**config.mk**
```make
export PLATFORM = sky130hd
export DESIGN_NAME = pevb_top
export DESIGN_NICKNAME = d
export VERILOG_FILES = /design/src/pevb_pkg.sv /design/src/pevb_rec_if.sv /design/src/pevb_top.sv /design/src/pevb_counter.sv /design/src/pevb_packer.sv
export SDC_FILE = /design/constraint.sdc
export NUM_CORES = 1
export LEC_CHECK = 0
export BUFFER_PORTS_ARGS = -buffer_cell sky130_fd_sc_hd__buf_2
export CAP_MARGIN = 0
export CORE_MARGIN = 5
export CORE_UTILIZATION = 40
export DETAILED_ROUTE_END_ITERATION = 8
export GPL_TIMING_DRIVEN = 1
export PLACE_DENSITY = 0.71
export REMOVE_ABC_BUFFERS = 1
export SYNTH_ARGS = -nofsm -noshare
export SYNTH_HDL_FRONTEND = slang
export SYNTH_HIERARCHICAL = 1
export SYNTH_SLANG_ARGS = --single-unit
```
**constraint.sdc**
```tcl
create_clock -name clk -period 2.7 [get_ports clk]
set_input_delay 0.135 -clock clk [delete_from_list [all_inputs] [get_ports clk]]
set_output_delay 0.135 -clock clk [all_outputs]
set_load 0.02 [all_outputs]
```
**src/pevb_pkg.sv**
```systemverilog
// Constants, record layout and packing function for the profiling event record builder
//
// What this block does
// - Byte 0 holds an 8-bit type code from 1 to 255, never 0.
// - Byte 1 holds the core tag taken from the profiling configuration.
// - Generic layout: flags bytes 3-2, data 7-4, address/data 23-16.
// - Bytes 15-8 hold the effective address, before any code segment base.
// - Bytes 31-24 hold the timestamp when enabled at start, else zero.
// - Type codes: 0 invalid, 1 value sample, 2 to 6 others, 255 programmed.
// - Each value-sample instruction during a profiling session decrements the value-sample counter by one.
// - When that counter goes negative a type 1 record is stored; the code drops and flags it instead while the one record slot is busy.
// - Value-sample flags carry the low 16 bits of the immediate operand.
// - Value-sample bytes 7-4 carry the register-or-memory operand.
// - Value-sample bytes 23-16 carry the register operand, zero-extended in legacy mode.
// - Value-sample address field holds the address of that instruction.
// - Reserved and undefined fields are written as zero.
// - Every record is 32 bytes; field offsets count from record start.
package pevb_pkg;

  // ==========================================================================
  // Record type codes
  localparam logic [7:0] PEVB_TYPE_INVALID      = 8'h00;
  localparam logic [7:0] PEVB_TYPE_VALUE_SAMPLE = 8'h01;
  localparam logic [7:0] PEVB_TYPE_INSN_RETIRED = 8'h02;
  localparam logic [7:0] PEVB_TYPE_BR_RETIRED   = 8'h03;
  localparam logic [7:0] PEVB_TYPE_DC_MISS      = 8'h04;
  localparam logic [7:0] PEVB_TYPE_CORE_CLK     = 8'h05;
  localparam logic [7:0] PEVB_TYPE_REF_CLK      = 8'h06;
  localparam logic [7:0] PEVB_TYPE_PROGRAMMED   = 8'hff;

  // ==========================================================================
  // Record geometry
  localparam int         PEVB_RECORD_BYTES = 32;
  localparam int         PEVB_WORD_BYTES   = 8;
  localparam int         PEVB_WORD_W       = 64;
  localparam logic [1:0] PEVB_WORD_FIRST   = 2'h0;
  localparam logic [1:0] PEVB_WORD_LAST    = 2'h3;
  localparam int         PEVB_COUNT_W      = 32;
  localparam logic [PEVB_COUNT_W-1:0] PEVB_COUNT_RESET = 32'h0000_0000;

  typedef enum logic [1:0] {
    PEVB_W_HEAD = 2'b00,
    PEVB_W_ADDR = 2'b01,
    PEVB_W_DATA = 2'b10,
    PEVB_W_TIME = 2'b11
  } pevb_word_e;

  typedef struct packed {
    logic [7:0]  type_code;
    logic [7:0]  core_tag;
    logic [15:0] flags;
    logic [31:0] data_a;
    logic [63:0] insn_addr;
    logic [63:0] data_b;
    logic [63:0] timestamp;
  } pevb_rec_s;

  localparam pevb_rec_s PEVB_REC_ZERO = '0;

  // Little-endian word of a record: type in byte 0 up to data_a in bytes 7-4
  function automatic logic [PEVB_WORD_W-1:0] pevb_record_word(input pevb_rec_s rec,
                                                               input logic [1:0] idx);
    logic [PEVB_WORD_W-1:0] w;
    w = '0;
    case (pevb_word_e'(idx))
      PEVB_W_HEAD: w = {rec.data_a, rec.flags, rec.core_tag, rec.type_code};
      PEVB_W_ADDR: w = rec.insn_addr;
      PEVB_W_DATA: w = rec.data_b;
      PEVB_W_TIME: w = rec.timestamp;
      default:     w = '0;
    endcase
    return w;
  endfunction

endpackage

```
**src/pevb_rec_if.sv**
```systemverilog
// Record hand-off between the record builder and the word packer
interface pevb_rec_if;
  import pevb_pkg::*;
  pevb_rec_s rec;
  logic      valid;
  logic      ready;
  modport src (output rec, output valid, input ready);
  modport snk (input rec, input valid, output ready);
endinterface // pevb_rec_if

```
**src/pevb_top.sv**
```systemverilog
// Value-sample event record builder: counter, record capture and word output
module pevb_top
  import pevb_pkg::*;
(
  input  wire logic                           clk,
  input  wire logic                           resetn,
  input  wire logic [7:0]                     core_tag_field,
  input  wire logic                           prof_start,
  input  wire logic                           prof_start_ts_en,
  input  wire logic                           prof_stop,
  input  wire logic [63:0]                    perf_timestamp_counter,
  input  wire logic                           cnt_load,
  input  wire logic signed [PEVB_COUNT_W-1:0] cnt_load_value,
  input  wire logic                           vs_exec,
  input  wire logic [63:0]                    vs_insn_address,
  input  wire logic [31:0]                    vs_immediate,
  input  wire logic [31:0]                    vs_operand_a,
  input  wire logic [63:0]                    vs_operand_b,
  input  wire logic                           legacy_mode,
  input  wire logic                           ring_ready,
  output logic [PEVB_WORD_W-1:0]              ring_wdata,
  output logic                                ring_wvalid,
  output logic                                ring_wlast,
  output logic [1:0]                          ring_widx,
  output logic                                record_dropped,
  output logic signed [PEVB_COUNT_W-1:0]      sample_count
);
  import pevb_pkg::*;

  // ==========================================================================
  // Internal signals
  pevb_rec_if rec_if ();

  logic      active_reg;
  logic      ts_en_reg;
  logic      underflow;
  logic      slot_free;
  logic      accept;
  logic      rec_valid_reg;
  pevb_rec_s rec_reg;
  pevb_rec_s rec_next;
  logic      dropped_reg;

  // ==========================================================================
  // Profiling session state
  // The timestamp choice is frozen at start so that a session never mixes
  // stamped and unstamped records.
  always_ff @(posedge clk or negedge resetn) begin
    if (!resetn) begin
      active_reg <= 1'b0;
    end else if (prof_start) begin
      active_reg <= 1'b1;
    end else if (prof_stop) begin
      active_reg <= 1'b0;
    end
  end

  always_ff @(posedge clk or negedge resetn) begin
    if (!resetn) begin
      ts_en_reg <= 1'b0;
    end else if (prof_start) begin
      ts_en_reg <= prof_start_ts_en;
    end
  end

  // ==========================================================================
  // Value-sample counter
  pevb_counter u_counter (
    .clk        (clk),
    .resetn     (resetn),
    .load       (cnt_load),
    .load_value (cnt_load_value),
    .dec        (vs_exec && active_reg),
    .underflow  (underflow),
    .count_reg  (sample_count)
  );

  // ==========================================================================
  // Record assembly
  always_comb begin
    rec_next           = PEVB_REC_ZERO;
    rec_next.type_code = PEVB_TYPE_VALUE_SAMPLE;
    rec_next.core_tag  = core_tag_field;
    rec_next.flags     = vs_immediate[15:0];
    rec_next.data_a    = vs_operand_a;
    rec_next.insn_addr = vs_insn_address;
    if (legacy_mode) begin
      rec_next.data_b = {32'h0000_0000, vs_operand_b[31:0]};
    end else begin
      rec_next.data_b = vs_operand_b;
    end
    rec_next.timestamp = ts_en_reg ? perf_timestamp_counter : 64'h0;
  end

  // One record slot only: a second underflow while the slot is still busy
  // is dropped and flagged, never merged or delayed.
  assign slot_free = !rec_valid_reg || rec_if.ready;
  assign accept    = underflow && slot_free;

  always_ff @(posedge clk or negedge resetn) begin
    if (!resetn) begin
      rec_valid_reg <= 1'b0;
    end else if (accept) begin
      rec_valid_reg <= 1'b1;
    end else if (rec_if.ready) begin
      rec_valid_reg <= 1'b0;
    end
  end

  always_ff @(posedge clk or negedge resetn) begin
    if (!resetn) begin
      rec_reg <= PEVB_REC_ZERO;
    end else if (accept) begin
      rec_reg <= rec_next;
    end
  end

  always_ff @(posedge clk or negedge resetn) begin
    if (!resetn) begin
      dropped_reg <= 1'b0;
    end else begin
      dropped_reg <= underflow && !slot_free;
    end
  end

  assign rec_if.rec   = rec_reg;
  assign rec_if.valid = rec_valid_reg;
  assign record_dropped = dropped_reg;

  // ==========================================================================
  // Word output
  pevb_packer u_packer (
    .clk             (clk),
    .resetn          (resetn),
    .rec_in          (rec_if.snk),
    .ring_ready      (ring_ready),
    .ring_wdata_reg  (ring_wdata),
    .ring_wvalid_reg (ring_wvalid),
    .ring_wlast_reg  (ring_wlast),
    .ring_widx_reg   (ring_widx)
  );
endmodule // pevb_top

```
**src/pevb_counter.sv**
```systemverilog
// Value-sample down-counter with underflow detection
module pevb_counter
  import pevb_pkg::*;
(
  input  wire logic                           clk,
  input  wire logic                           resetn,
  input  wire logic                           load,
  input  wire logic signed [PEVB_COUNT_W-1:0] load_value,
  input  wire logic                           dec,
  output logic                                underflow,
  output logic signed [PEVB_COUNT_W-1:0]      count_reg
);
  // Underflow is the step from zero to minus one; a counter already below
  // zero keeps counting without firing until software reloads it.
  assign underflow = dec && !load && (count_reg == PEVB_COUNT_RESET);

  always_ff @(posedge clk or negedge resetn) begin
    if (!resetn) begin
      count_reg <= PEVB_COUNT_RESET;
    end else if (load) begin
      count_reg <= load_value;
    end else if (dec) begin
      count_reg <= count_reg - 32'sh0000_0001;
    end
  end
endmodule // pevb_counter

```
**src/pevb_packer.sv**
```systemverilog
// Serialises one captured record into four 64-bit ring words
module pevb_packer
  import pevb_pkg::*;
(
  input  wire logic          clk,
  input  wire logic          resetn,
  pevb_rec_if.snk            rec_in,
  input  wire logic          ring_ready,
  output logic [PEVB_WORD_W-1:0] ring_wdata_reg,
  output logic               ring_wvalid_reg,
  output logic               ring_wlast_reg,
  output logic [1:0]         ring_widx_reg
);
  typedef enum logic {
    PEVB_PK_IDLE = 1'b0,
    PEVB_PK_SEND = 1'b1
  } pevb_pk_e;

  pevb_pk_e  state_reg;
  pevb_rec_s rec_reg;

  assign rec_in.ready = (state_reg == PEVB_PK_IDLE);

  // ==========================================================================
  // Word sequencer
  always_ff @(posedge clk or negedge resetn) begin
    if (!resetn) begin
      state_reg       <= PEVB_PK_IDLE;
      rec_reg         <= PEVB_REC_ZERO;
      ring_wdata_reg  <= '0;
      ring_wvalid_reg <= 1'b0;
      ring_wlast_reg  <= 1'b0;
      ring_widx_reg   <= PEVB_WORD_FIRST;
    end else begin
      case (state_reg)
        PEVB_PK_IDLE: begin
          if (rec_in.valid) begin
            state_reg       <= PEVB_PK_SEND;
            rec_reg         <= rec_in.rec;
            ring_wdata_reg  <= pevb_record_word(rec_in.rec, PEVB_WORD_FIRST);
            ring_wvalid_reg <= 1'b1;
            ring_wlast_reg  <= 1'b0;
            ring_widx_reg   <= PEVB_WORD_FIRST;
          end
        end
        PEVB_PK_SEND: begin
          if (ring_ready) begin
            if (ring_widx_reg == PEVB_WORD_LAST) begin
              state_reg       <= PEVB_PK_IDLE;
              ring_wvalid_reg <= 1'b0;
              ring_wlast_reg  <= 1'b0;
            end else begin
              ring_widx_reg  <= ring_widx_reg + 2'h1;
              ring_wdata_reg <= pevb_record_word(rec_reg, ring_widx_reg + 2'h1);
              ring_wlast_reg <= (ring_widx_reg + 2'h1) == PEVB_WORD_LAST;
            end
          end
        end
        default: begin
          state_reg       <= PEVB_PK_IDLE;
          ring_wvalid_reg <= 1'b0;
        end
      endcase
    end
  end
endmodule // pevb_packer

```
== Word level (Yosys, flattened, before mapping) ==
Index checks and enable logic that the tools add are counted.

* Bits in registers: 603
* Bits of input ports: 305
* Output and inout bits: 101
* Logic and storage cells: 82

* $add $sub $neg: 2
* Equality and inequality tests: 9
* Muxes and demuxes: 29
* Bitwise logic cells: 1
* Reduce and logical (&&, ||, !) cells: 17

{| class="wikitable"
|+ Operator list
! kind !! number
|-
| 64-bit two-way mux || 5
|-
| 64-bit one-hot mux with 4 select lines || 1
|-
| 64-bit one-hot mux with 2 select lines || 1
|-
| 32-bit two-way mux || 2
|-
| 32-bit zero test || 1
|-
| 32-bit by 2-bit subtractor with 32-bit output (second input constant) || 1
|-
| 1-bit two-way mux || 13
|-
| 2-bit inequality test (second input constant) || 4
|-
| 2-bit equality test (second input constant) || 3
|-
| 2-bit two-way mux || 3
|-
| 1-bit one-hot mux with 2 select lines || 3
|-
| 3-bit AND reduction || 2
|-
| 1-bit logical AND || 5
|-
| 2-bit one-hot mux with 2 select lines || 1
|-
| 2-bit AND reduction || 2
|-
| 2-bit nonzero test || 2
|-
| 1-bit zero test || 3
|-
| 2-bit by 1-bit adder with 2-bit output (second input constant) || 1
|-
| 2-bit by 1-bit equality test with 1-bit output (second input constant) || 1
|-
| 2-bit zero test || 1
|-
| 2-bit by 1-bit inequality test with 1-bit output (second input constant) || 1
|-
| 1-bit logical OR || 1
|-
| 1-bit NOT || 1
|}

== Logic depth before layout (Yosys ltp) ==
* Depth in word-level cells: 6
* Mapped depth: 9
* Gate-level depth less buffers: 7

== Hierarchy ==
The synthesis kept the hierarchy.

{| class="wikitable"
|+ Modules (own cells, without submodules)
! module !! instances !! cells an instance !! area an instance (um2) !! seq. area each (um2)
|-
| pevb_packer || 1 || 1560 || 14700.3 || 8132.8
|-
| pevb_top || 1 || 709 || 10644.0 || 6331.1
|-
| pevb_counter || 1 || 229 || 2031.9 || 800.8
|}

== Worst setup path after synthesis ==
OpenSTA, ideal clock, no wires.

* Kind: reg2reg
* From: register u_counter.count_reg[6]
* To: register rec_reg (netlist bit rec_if.rec[100])
* Setup time: 125 ps
* Arrival time: 2570 ps
* Data required time: 2575 ps
* Path slack: 5 ps
* Cell stages (with the launch flop): 10
* Buffers on the path: 4
* Period minus slack after synthesis: 2695 ps
* Cells stage by stage: dfrtp_1 -> nor4_4 -> nand4_2 -> buf_4 -> buf_4 -> nor4_1 -> nand2_2 -> buf_6 -> buf_6 -> mux2_4

* Cells in the longest elaborated chain, start to end: 3

{| class="wikitable"
|+ RTL lines
! what !! RTL line !! source
|-
| from (decl) || pevb_counter.sv:11 || <nowiki>output logic signed [PEVB_COUNT_W-1:0] count_reg</nowiki>
|-
| from (signal assigned) || pevb_counter.sv:21 || <nowiki>count_reg <= load_value;</nowiki>
|-
| from (signal assigned) || pevb_counter.sv:23 || <nowiki>count_reg <= count_reg - 32'sh0000_0001;</nowiki>
|-
| 32-bit zero test || pevb_counter.sv:15 || <nowiki>assign underflow = dec && !load && (count_reg == PEVB_COUNT_RESET);</nowiki>
|-
| 1-bit logical AND || pevb_counter.sv:15 ||
|-
| named net underflow || pevb_top.sv:36 || <nowiki>logic underflow;</nowiki>
|-
| 1-bit logical AND || pevb_top.sv:98 || <nowiki>assign accept = underflow && slot_free;</nowiki>
|-
| to (signal assigned) || pevb_top.sv:114 || <nowiki>rec_reg <= rec_next;</nowiki>
|-
| to (decl) || pevb_top.sv:40 || <nowiki>pevb_rec_s rec_reg;</nowiki>
|}

The timed path passes the listed nets, and every way through them passes these cells.
A chain may end at the register's enable or synchronous reset.

== Final worst setup path ==
* From: register u_counter.count_reg[0]
* To: register rec_reg (netlist bit rec_if.rec[116])

The elaborated chain is that of the path after synthesis.

==> impl_metrics.ini <==
[status]
run_status = finished, final reports clean

[global_route]
via_count_of_the_first_global_routing_pass = 22876
grt_overflow = 0
grt_pass1_wl_um = 130000
global_route.usage.total_pct = 21.9
grt_start_max_net_pins = 104
antenna_violations_before_repair = 4

[logic_synthesis]
yosysTopAreaCell = sky130_fd_sc_hd__dfrtp_1
post_synth_main_area_contributors = sky130_fd_sc_hd__dfrtp_1, sky130_fd_sc_hd__nand2_1, sky130_fd_sc_hd__mux2_4, sky130_fd_sc_hd__a2bb2oi_2, sky130_fd_sc_hd__mux2i_1
synth_cell_types = 58
netlist_instances = 2498
synth_top_area_share_pct = 55.8
synthesis.area_per_instance_um2 = 11.0
syn_area_um2 = 27400
yosys_most_used_dff = sky130_fd_sc_hd__dfrtp_1
yosysSeqAreaShare_pct = 55.8
synth-async-reset-ratio_pct = 100
ys_ff_latch = 610
yosys_warning_count = 6
synthMostInstantiatedCell = sky130_fd_sc_hd__nand2_1
yosys-top-cells-count = sky130_fd_sc_hd__nand2_1, sky130_fd_sc_hd__dfrtp_1, sky130_fd_sc_hd__mux2_4
synth-edff-count = 0

[finish]
layoutNonFillerInstCount = 4088
final_util_pct = 52.1
drive_gt1_share_pct = 25.6
flow.area_growth_from_synthesis_pct = 29.8
largest_reg_flops = 256
finalNetCount = 3462

[clocking]
cts_setup_buffers = 0
ctsHoldBuffers = 285
cts.sinks = 610
clock_tree_from_tritoncts = built
cts_root_buffer = sky130_fd_sc_hd__clkbuf_16
cts.htree.levels = 3
tritoncts.num_buffers = 69
buffer_levels_on_the_longest_clock_path = 3
worstSkewPairLatency_ns = 0.60
postCtsResizedCells = 0
worst_setup_hold_path_clk_slew_ns = 0.06

[sta]
final-hold-violation-count = 0
fin_hold_ws_ns = 0.110
finalClockSkew_ns = 0.0301
max_clock_freq_mhz = 413
setup_viols_final = 0
maxSlewViolCount = 0
final.setup.worst_slack_ns = 0.279
tns_ns = 0
max_slew_headroom_pct = 41.7
tightest_slew_ns = 0.874
min_period_over_period_pct = 89.7
rsz0062_at_grt = false
period_minus_slack_ns = 2.42

[placed_design]
placed_cells_incl_taps = 3677
dp_slack_ns = 0.349
numPortBuffers = 389
gp_routability_congestion = 0.830
dp_hpwl_um = 46800

[die]
fp.dieW_um = 272
core_um2 = 68200
ioPinCount = 406
row_count = 96
fp.dieArea_um2 = 73800
die_height_um = 272
initial_core_util_pct = 40.1

[routing]
post_drt_wl_per_cell_um = 20.1
drc = 0
initialDrtViolationCount = 1757
detail_route.first_pass.iterations = 5
drt_wirelength_um = 82000
num_vias = 21415
routed_via_density = 5.24
postRouteAntennaNets = 0

[min_path]
hold_crit_class = input port to register

[run]
maxCapViolations = 0

[critical_path]
worstSetupStartpointType = register
required_time_reported_for_the_critical_path_endpoint_ns = 3.15
timing_worst_setup_path_type = register to register
endpoint_kind = register
worst-endpoint-arrival_ns = 2.87
cp_max_fo = 61

[power_and_ir_drop]
power.density_nw_per_um2 = 779
vdd_drop_max_mv = 0.532
power.leakage_nw = 19.3
-- cell families after synthesis --
kind of cell / Yosys count / synth area share (%)
AOI/OAI and AO/OA: 375 / 11.5
xor gates and xnor gates: 13 / 0.416
adders and majority gates: 6 / 0.274
buffers and inverters: 248 / 4.95
DFF: 610 / 55.8
muxes: 253 / 12.1
other: 1 / 0.0137
and+or+nand+nor: 992 / 15.0
-- critical path: stages (launching register included) --
cell	delay, ns
sky130_fd_sc_hd__dfrtp_1	0.45
sky130_fd_sc_hd__inv_1	0.09
sky130_fd_sc_hd__ha_1	0.19
sky130_fd_sc_hd__nand2b_1	0.10
sky130_fd_sc_hd__nand4bb_1	0.25
sky130_fd_sc_hd__nor4_1	0.21
sky130_fd_sc_hd__buf_4	0.19
sky130_fd_sc_hd__nand2_8	0.10
sky130_fd_sc_hd__buf_12	0.22
sky130_fd_sc_hd__mux2_4	0.37
-- power breakdown --
part | total (mW) | switching [mW] | internal (mW)
Sequential | 11.2 | 0.910 | 10.3
Combinational | 6.75 | 4.04 | 2.71
Clock | 9.75 | 3.80 | 5.95
-- stage by stage --
step | area (um2) | total power [mW]
after floorplan | 26300 | 14.7
after global placement | 30300 | 17.6
after detailed placement | 30300 | 17.7
after CTS | 35500 | 27.9
after global routing | 35500 | 28.9
final | 35500 | 27.7
-- final cells by class --
type                            count  area (um2)
Inverter                           74         279
Clock inverter                     17         272
Fill cell                        5651       32700
Multi-Input combinational cell   1653       10900
Clock buffer                      106        2100
Timing Repair Buffer              743        5620
Tap cell                          882        1100
Antenna cell                        3        7.51
Sequential cell                   610       15300
-- layout by cell type, fill, tap and decap left out, drive strengths merged, types with 3 or more instances in the layout --
cell type	count
o21ai	82
mux2	187
nand3	8
nand2	860
nor2b	29
o31ai	13
xor2	6
or4	14
xnor2	7
a21o	65
nor3	6
o221ai	64
nor2	25
nand3b	4
inv	75
dlygate4sd3	285
or3	7
mux2i	66
nand4	8
ha	6
and2b	6
diode	3
clkbuf	106
conb	14
a22o	64
nor4	9
a2bb2oi	64
bufinv	6
clkinv	9
buf	458
a31oi	15
nand2b	8
dfrtp	610
-- path summary, 6_finish.rpt --
kind                                              from                endpoint  slack [ns]  cells past startpoint
min in group asynchronous                       resetn    u_packer/rec_reg[69]        0.15                      2
worst max register to register  u_counter/count_reg[0]         rec_if.rec[116]        0.28                      9
max in group asynchronous                       resetn  u_counter/count_reg[0]        1.53                      3
worst max-delay path            u_counter/count_reg[0]         rec_if.rec[116]        0.28                      9
worst min-delay path                          cnt_load  u_counter/count_reg[0]        0.11                      4
worst min register to register          rec_if.rec[38]    u_packer/rec_reg[38]        0.46                      2
-- routing by layer --
| layer | track usage (%) | wire length (um) | vias to the layer above |
|---|---|---|---|
| li1 | - | - | 9719 |
| met5 | 0 | 4 | - |
| met2 | 37.5 | 40500 | 817 |
| met3 | 4.66 | 5430 | 207 |
| met1 | 27.4 | 33100 | 10670 |
| met4 | 8.06 | 2990 | 2 |
Note: power is estimated with default switching activity, not from simulation.
